`src/inc/ccm_params.svh`:
```
// Constants for the counter array capture/compare channel
//------------------------------------------------------------
//------------------------------------------------------------
`ifndef CCM_PARAMS_SVH
`define CCM_PARAMS_SVH
// Channel mode register fields
`define CCM_M_WIDE    7
`define CCM_M_ECOM    6
`define CCM_M_RISE    5
`define CCM_M_FALL    4
`define CCM_M_MATCH   3
`define CCM_M_TOG     2
`define CCM_M_PWM     1
`define CCM_M_IRQ     0
// Cycle control register fields
`define CCM_P_VIEW    7
`define CCM_P_OVF     6
`define CCM_P_OVIE    5
`define CCM_P_LEN_HI  1
`define CCM_P_LEN_LO  0
// Reset values and patterns
`define CCM_BYTE_RST  8'h00
`define CCM_WORD_RST  16'h0000
`define CCM_BYTE_ONES 8'hFF
`define CCM_WORD_ONES 16'hFFFF
`define CCM_LEN_8     2'h0
`define CCM_LEN_9     2'h1
`define CCM_LEN_10    2'h2
`define CCM_MASK_8    16'h00FF
`define CCM_MASK_9    16'h01FF
`define CCM_MASK_10   16'h03FF
`define CCM_MASK_11   16'h07FF
`endif

```
`src/inc/ccm_pkg.sv`:
```
// Types shared by the counter array capture/compare channel
`default_nettype none
package ccm_pkg;
   // Special function register write strobes with their data byte
   typedef struct packed {
      logic       wr_mode;
      logic       wr_pwm;
      logic       wr_low;
      logic       wr_high;
      logic       clr_event;
      logic       clr_ovf;
      logic [7:0] data;
   } ccm_sfr_t;
   // Read-back values of the channel registers
   typedef struct packed {
      logic [7:0] mode;
      logic [7:0] pwm;
      logic [7:0] low;
      logic [7:0] high;
   } ccm_rd_t;
   // Decoded channel operating mode
   typedef enum logic [2:0] {
      CCM_IDLE, CCM_CAPT, CCM_TIMER, CCM_HSO, CCM_FREQ, CCM_PWM8, CCM_PWM_ENABLE, CCM_PWM16
   } ccm_mode_t;
endpackage : ccm_pkg
`default_nettype wire

```
`src/rtl/ccm_channel.sv`:
```
// Capture/compare channel of the counter array with shared mode decode
`timescale 1ns/10ps
`default_nettype none
`include "ccm_params.svh"
module ccm_channel
(
   input  wire logic          i_clock,
   input  wire logic          i_rstn,
   input  wire logic [15:0]   i_count,
   input  wire logic          i_count_en,
   input  wire ccm_pkg::ccm_sfr_t i_sfr,
   input  wire logic          i_io,
   output logic               o_io,
   output logic               o_io_oe,
   output ccm_pkg::ccm_rd_t   o_rd,
   output logic               o_event_flag,
   output logic               o_ovf_flag,
   output logic               o_irq
);
   import ccm_pkg::*;

   //------------------------------------------------------------
   // Registers
   //------------------------------------------------------------
   logic [7:0]  mode_r,  mode_nxt;
   logic [7:0]  pwm_r,   pwm_nxt;
   logic [7:0]  cpl_r,   cpl_nxt;
   logic [7:0]  cph_r,   cph_nxt;
   logic [7:0]  rll_r,   rll_nxt;
   logic [7:0]  rlh_r,   rlh_nxt;
   logic        ev_r,    ev_nxt;
   logic        ovf_r,   ovf_nxt;
   logic        out_r,   out_nxt;
   logic [2:0]  sync_r,  sync_nxt;
   logic        lvl_r,   lvl_nxt;
   ccm_mode_t   mode_sel;
   logic [15:0] cmp;
   logic [15:0] mask;
   logic [7:0]  freq_sum;
   logic        ecom;
   logic        view;
   logic        stable;
   logic        rise;
   logic        fall;
   logic        edge_hit;
   logic        full_match;
   logic        low_match;
   logic        n_match;
   logic        ovf8;
   logic        ovf_n;
   logic        ovf16;
   logic        quiet;

   //------------------------------------------------------------
   // Mode decode
   //------------------------------------------------------------
   // Wide select outranks the length field, so 16-bit PWM ignores it
   always_comb
   begin
      if (mode_r[`CCM_M_PWM])
      begin
         if (mode_r[`CCM_M_WIDE])
            mode_sel = CCM_PWM16;
         else if (mode_r[`CCM_M_TOG])
            mode_sel = CCM_FREQ;
         else if (pwm_r[`CCM_P_LEN_HI:`CCM_P_LEN_LO] == `CCM_LEN_8)
            mode_sel = CCM_PWM8;
         else
            mode_sel = CCM_PWM_ENABLE;
      end
      else if (mode_r[`CCM_M_TOG])
         mode_sel = CCM_HSO;
      else if (mode_r[`CCM_M_MATCH])
         mode_sel = CCM_TIMER;
      else if (mode_r[`CCM_M_RISE] || mode_r[`CCM_M_FALL])
         mode_sel = CCM_CAPT;
      else
         mode_sel = CCM_IDLE;
   end

   // Comparator terms, sampled only when the counter advances
   always_comb
   begin
      case (pwm_r[`CCM_P_LEN_HI:`CCM_P_LEN_LO])
         `CCM_LEN_8:  mask = `CCM_MASK_8;
         `CCM_LEN_9:  mask = `CCM_MASK_9;
         `CCM_LEN_10: mask = `CCM_MASK_10;
         default:     mask = `CCM_MASK_11;
      endcase
   end
   assign cmp        = {cph_r, cpl_r};
   assign ecom       = mode_r[`CCM_M_ECOM];
   assign view       = pwm_r[`CCM_P_VIEW];
   assign freq_sum   = cpl_r + cph_r;                         // Wraps mod 256
   assign full_match = i_count_en && (i_count == cmp);
   assign low_match  = i_count_en && (i_count[7:0] == cpl_r);
   assign n_match    = i_count_en && ((i_count & mask) == (cmp & mask));
   assign ovf8       = i_count_en && (i_count[7:0] == `CCM_BYTE_ONES);
   assign ovf_n      = i_count_en && ((i_count & mask) == mask);
   assign ovf16      = i_count_en && (i_count == `CCM_WORD_ONES);
   assign quiet      = !(i_sfr.wr_mode || i_sfr.wr_pwm || i_sfr.wr_low || i_sfr.wr_high);

   //------------------------------------------------------------
   // Io line synchroniser and edge filter
   //------------------------------------------------------------
   // Only stages two and three are compared; stage one may be metastable
   always_comb
   begin
      sync_nxt = {sync_r[1:0], i_io};
      stable   = (sync_r[1] == sync_r[2]);
      lvl_nxt  = stable ? sync_r[2] : lvl_r;
      rise     = stable && sync_r[2] && !lvl_r;
      fall     = stable && !sync_r[2] && lvl_r;
      edge_hit = (rise && mode_r[`CCM_M_RISE]) ||
                 (fall && mode_r[`CCM_M_FALL]);
   end

   //------------------------------------------------------------
   // Register and channel next state
   //------------------------------------------------------------
   // Hardware events come after software strobes so a set beats a clear
   always_comb
   begin
      mode_nxt = mode_r;
      pwm_nxt  = pwm_r;
      cpl_nxt  = cpl_r;
      cph_nxt  = cph_r;
      rll_nxt  = rll_r;
      rlh_nxt  = rlh_r;
      ev_nxt   = ev_r;
      ovf_nxt  = ovf_r;
      out_nxt  = out_r;
      if (i_sfr.wr_mode)
         mode_nxt = i_sfr.data;
      if (i_sfr.wr_pwm)
         pwm_nxt = i_sfr.data;
      if (i_sfr.wr_low)
      begin
         if (view)
            rll_nxt = i_sfr.data;
         else
         begin
            cpl_nxt = i_sfr.data;
            mode_nxt[`CCM_M_ECOM] = 1'b0;
         end
      end
      if (i_sfr.wr_high)
      begin
         if (view)
            rlh_nxt = i_sfr.data;
         else
         begin
            cph_nxt = i_sfr.data;
            mode_nxt[`CCM_M_ECOM] = 1'b1;
         end
      end
      if (i_sfr.clr_event)
         ev_nxt = 1'b0;
      if (i_sfr.clr_ovf)
         ovf_nxt = 1'b0;
      // Short overflow flag is shared and always set on bit N overflow
      if (ovf_n)
         ovf_nxt = 1'b1;
      case (mode_sel)
         CCM_CAPT:
            if (edge_hit)
            begin
               cpl_nxt = i_count[7:0];
               cph_nxt = i_count[15:8];
               ev_nxt  = 1'b1;
            end
         CCM_TIMER:
            if (ecom && full_match)
               ev_nxt = 1'b1;
         CCM_HSO:
            if (ecom && full_match)                            // Hold when off
            begin
               out_nxt = !out_r;
               if (mode_r[`CCM_M_MATCH])
                  ev_nxt = 1'b1;
            end
         CCM_FREQ:
         begin
            if (ecom && low_match)                             // Hold when off
            begin
               out_nxt = !out_r;
               cpl_nxt = freq_sum;
            end
            if (ecom && mode_r[`CCM_M_MATCH] && full_match)
               ev_nxt = 1'b1;
         end
         CCM_PWM8:
         begin
            if (low_match)
            begin
               out_nxt = 1'b1;
               if (mode_r[`CCM_M_MATCH] && ecom)
                  ev_nxt = 1'b1;
            end
            if (ovf8)
            begin
               out_nxt = 1'b0;
               cpl_nxt = cph_r;
            end
            if (!ecom)
               out_nxt = 1'b0;
         end
         CCM_PWM_ENABLE:
         begin
            if (n_match)
            begin
               out_nxt = 1'b1;
               if (mode_r[`CCM_M_MATCH] && ecom)
                  ev_nxt = 1'b1;
            end
            if (ovf_n)
            begin
               out_nxt = 1'b0;
               cpl_nxt = rll_r;
               cph_nxt = rlh_r;
            end
            if (!ecom)
               out_nxt = 1'b0;
         end
         CCM_PWM16:
         begin
            if (full_match)
            begin
               out_nxt = 1'b1;
               if (mode_r[`CCM_M_MATCH] && ecom)
                  ev_nxt = 1'b1;
            end
            if (ovf16)
               out_nxt = 1'b0;
            if (!ecom)
               out_nxt = 1'b0;
         end
         default:
            out_nxt = out_r;
      endcase
   end

   // State registers
   always_ff @(posedge i_clock)
   begin
      if (!i_rstn)
      begin
         mode_r <= `CCM_BYTE_RST;
         pwm_r  <= `CCM_BYTE_RST;
         cpl_r  <= `CCM_BYTE_RST;
         cph_r  <= `CCM_BYTE_RST;
         rll_r  <= `CCM_BYTE_RST;
         rlh_r  <= `CCM_BYTE_RST;
         ev_r   <= 1'b0;
         ovf_r  <= 1'b0;
         out_r  <= 1'b0;
         sync_r <= 3'h0;
         lvl_r  <= 1'b0;
      end
      else
      begin
         mode_r <= mode_nxt;
         pwm_r  <= {pwm_nxt[7], ovf_nxt, pwm_nxt[5:0]};
         cpl_r  <= cpl_nxt;
         cph_r  <= cph_nxt;
         rll_r  <= rll_nxt;
         rlh_r  <= rlh_nxt;
         ev_r   <= ev_nxt;
         ovf_r  <= ovf_nxt;
         out_r  <= out_nxt;
         sync_r <= sync_nxt;
         lvl_r  <= lvl_nxt;
      end
   end

   //------------------------------------------------------------
   // Outputs
   //------------------------------------------------------------
   // Line is driven only in modes that produce a waveform
   assign o_io         = out_r;
   assign o_io_oe      = mode_r[`CCM_M_TOG] || mode_r[`CCM_M_PWM];
   assign o_rd.mode    = mode_r;
   assign o_rd.pwm     = pwm_r;
   assign o_rd.low     = view ? rll_r : cpl_r;
   assign o_rd.high    = view ? rlh_r : cph_r;
   assign o_event_flag = ev_r;
   assign o_ovf_flag   = ovf_r;
   assign o_irq        = (ev_r && mode_r[`CCM_M_IRQ]) ||
                         (ovf_r && pwm_r[`CCM_P_OVIE]);
endmodule : ccm_channel
`default_nettype wire

```
`config.mk`:
```
export PLATFORM = sky130hd
export DESIGN_NAME = ccm_channel
export DESIGN_NICKNAME = d
export VERILOG_FILES = /design/src/inc/ccm_pkg.sv /design/src/rtl/ccm_channel.sv
export VERILOG_INCLUDE_DIRS = /design/src /design/src/inc
export SDC_FILE = /design/constraint.sdc
export NUM_CORES = 1
export LEC_CHECK = 0
export BUFFER_PORTS_ARGS = -buffer_cell sky130_fd_sc_hd__clkbuf_2
export CORE_ASPECT_RATIO = 1.75
export CORE_MARGIN = 10
export CORE_UTILIZATION = 45
export DETAILED_ROUTE_END_ITERATION = 12
export GPL_TIMING_DRIVEN = 0
export PLACE_DENSITY = 0.67
export REMOVE_ABC_BUFFERS = 1
export SLEW_MARGIN = 5
export SYNTH_ARGS = -nofsm -noshare
export SYNTH_HDL_FRONTEND = slang
export SYNTH_SLANG_ARGS = --single-unit
```
`constraint.sdc`:
```
create_clock -name i_clock -period 2.8 [get_ports i_clock]
set_input_delay 0.56 -clock i_clock [delete_from_list [all_inputs] [get_ports i_clock]]
set_output_delay 0.56 -clock i_clock [all_outputs]
set_load 0.03 [all_outputs]
```
==> results.md <==
- CTS tree: yes
- Worst path required time: 2.99 ns
- Worst-skew pair later-pin latency: 0.30 ns
- Final nets: 508
- Async S/R FF share, synth: 0%
- Crit. End Element: flip-flop
- Post-CTS setup buffers: 0
- Vias in the first global route: 3283
- RSZ-0062 raised after global routing: no
- Clock period minus worst slack: 2.63 ns
- Die area: 11900 sq um
- Wire per inst: 19.5 um
- Crit path largest cell delay: 0.85 ns
- Ys Warns: 0
- IO buf count: 70
- Clock root buffer master: clkbuf_16
- GP Congestion: 0.892
- Ant. Diodes: 0
- DR iter-0 viols: 259
- Worst path bufs/invs: 0
- Final setup fails: 0
- Global routing usage on met3: 3.87%
- Max-slew violations: 0
- DRC viols: 0
- DIE WIDTH: 86.9 um
- Routed Antenna Nets: 0
- CTS Buf Count: 5
- # rows: 42
- Hold Crit Class: flip-flop to flip-flop
- Max_slew headroom: 39.2%
- Pwr dens: 490 nW/um^2
- Global Route Usage Sum: 18.2%
- Die H: 137 um
- Starting Density: 46.2%
- Clk slew on worst S/H paths: 0.07 ns
- Final Instance Area: 4030 sq um
- Fin crit share: 93.9%
- Least-Margin Pin Slew: 0.912 ns
- Worst hold margin: 0.437 ns
- Critical path class: flip-flop to flip-flop
- Final Hold Viols: 0
- Leakage: 1.66 nW
- Part of the Yosys area used for sequential elements: 30.7%
- Crit path max fanout: 39
- Status: finished, final reports clean
- Flops & latches, synth: 54
- Crit-path slowest cell: dfxtp_2
- Post-CTS Hold Buffers: 0
- Critical path, cell by cell: nand2b_1, mux2i_1, a211oi_1, a221oi_1, o221ai_1, and2_1
- Area after DPL: 3880 sq um
- Synth Area per Inst: 8.57 sq um
- Routed via count: 3289
- Area grow syn2layout: 14.5%
- Clock sink count: 54
- Max Fclk: 0.380 GHz
- Gate Count Post-Synth: 411
- Core Footprint: 7620 sq um
- Grt met2 use: 32.5%
- CP Launch Type: flip-flop
- CP top delay family: flip-flops
- Overflow after GRT: 0
- First-pass GRT wire length: 17000 um
- Maximum VDD drop: 0.372 mV
- Number of synthesized flops with an enable pin: 0
- Crit path arrival time: 2.82 ns
- Detailed placement HPWL: 8160 um
- WL final: 10800 um
- Top FF cell, synth: dfxtp_1
- Total negative setup slack: 0 ns
- Clock skew: 0.00417 ns
- Tot Pwr: 1.97 mW
- Initial antenna violation count: 0
- Fin util: 52.9%
- TritonRoute pass-1 iters: 4
- Clock Path Buffers: 2
- Mapped Area: 3520 sq um
- H-tree depth: 2
- MaxCap Viol Count: 0
- Largest net degree at the start of global routing: 55
- I/O pin count: 71
- Layout cells sized above 1: 24.3%
- Distinct cells, synth: 58
- GR peak layer: met2
- Met1 Use GR: 18.7%
- Vias per inst: 5.95
worst paths after layout:
| kind | from | to | slack, ns | cells after the start |
|---|---|---|---|---|
| worst min-delay path | sync_r[0]$_SDFF_PN0_ | sync_r[1]$_SDFF_PN0_ | 0.44 | 1 |
| worst max-delay path | pwm_r[7]$_SDFFE_PN0P_ | cpl_r[4]$_SDFF_PN0_ | 0.17 | 6 |
| worst max register to register | pwm_r[7]$_SDFFE_PN0P_ | cpl_r[4]$_SDFF_PN0_ | 0.17 | 6 |
| worst min register to register | sync_r[0]$_SDFF_PN0_ | sync_r[1]$_SDFF_PN0_ | 0.44 | 1 |
what timing repair did:
| action | CTS | global route |
|---|---|---|
| setup endpoints to repair | 10 | 8 |
| gates resized for setup | 1 | 2 |
| cloned | 0 | 0 |
area by class of cell:
cell class	instances	area [sq um]
flip-flops and latches	54	1080
inverters	7	26.3
multi-input cells	326	2320
clock inverters	3	21.3
repair buffers	70	350
clock buffers	5	125
fillers	726	3590
well taps	88	110
stage by stage:
| step | cells | setup WS [ns] |
|---|---|---|
| final | 553 | 0.170 |
| after global routing | 553 | 0.00156 |
| after CTS | 553 | 0.0317 |
| after detailed placement | 545 | -0.238 |
| after global placement | 545 | -0.217 |
| after floorplan | 387 | 0.203 |
power breakdown:
group	switching, mW	internal [mW]	leakage, nW
clock network	0.303	0.332	0.0698
registers	0.0643	0.810	0.443
logic	0.274	0.192	1.15
total	0.641	1.33	1.66
cell usage after synthesis, types with 5 or more instances:
cell,n,area [sq um]
buf_1,5,18.8
a211oi_1,8,60.1
and2_1,10,62.6
nor2b_1,28,175
a21oi_1,16,80.1
clkbuf_1,11,41.3
mux2_2,18,203
nand3_1,20,100
nand2_1,47,176
o21ai_0,7,35.0
buf_2,5,25.0
a221oi_1,16,140
dfxtp_1,54,1080
nor2_1,15,56.3
xnor2_1,20,175
inv_1,7,26.3
mux2i_1,22,220
a21boi_0,16,120
ha_1,9,113
sequential cells by signal (all words and copies together) (netlist names):
signal,count
lvl_r,1
cpl_r,8
o_io,1
mode_r,8
sync_r,3
rlh_r,8
o_event_flag,1
cph_r,8
rll_r,8
pwm_r,8
per-layer routing:
metal  routed length, um  vias to the layer above
li1                    -                     1596
met1                3900                     1556
met2                5750                      110
met3                 621                       27
met4                 490                        0
met5                   0                        -
cell usage in the layout, fill, tap and decap left out, types with 5 or more instances in the layout:
cell / netlist / routed
a211oi_1: 8 / 8
a21boi_0: 16 / 16
a21oi_1: 16 / 16
a221oi_1: 16 / 16
and2_1: 10 / 10
clkbuf_16: 0 / 5
clkbuf_2: 0 / 70
dfxtp_1: 54 / 53
ha_1: 9 / 9
inv_1: 7 / 7
mux2_2: 18 / 18
mux2i_1: 22 / 22
nand2_1: 47 / 47
nand3_1: 20 / 20
nor2_1: 15 / 14
nor2b_1: 28 / 28
o21ai_0: 7 / 7
xnor2_1: 20 / 20
cells by family (layout without fill, tap and decap cells):
logic type / after synthesis / in the layout / synth area share (%)
buffers and inverters: 31 / 85 / 3.80
AO/OA/AOI/OAI: 101 / 101 / 20.6
XOR/XNOR: 23 / 23 / 5.72
flip-flops: 54 / 54 / 30.7
multiplexers: 40 / 40 / 12.0
adder cells (fa/ha/maj): 10 / 10 / 3.76
AND/OR/NAND/NOR: 152 / 152 / 23.4
Note: power is estimated with default switching activity, not from simulation.
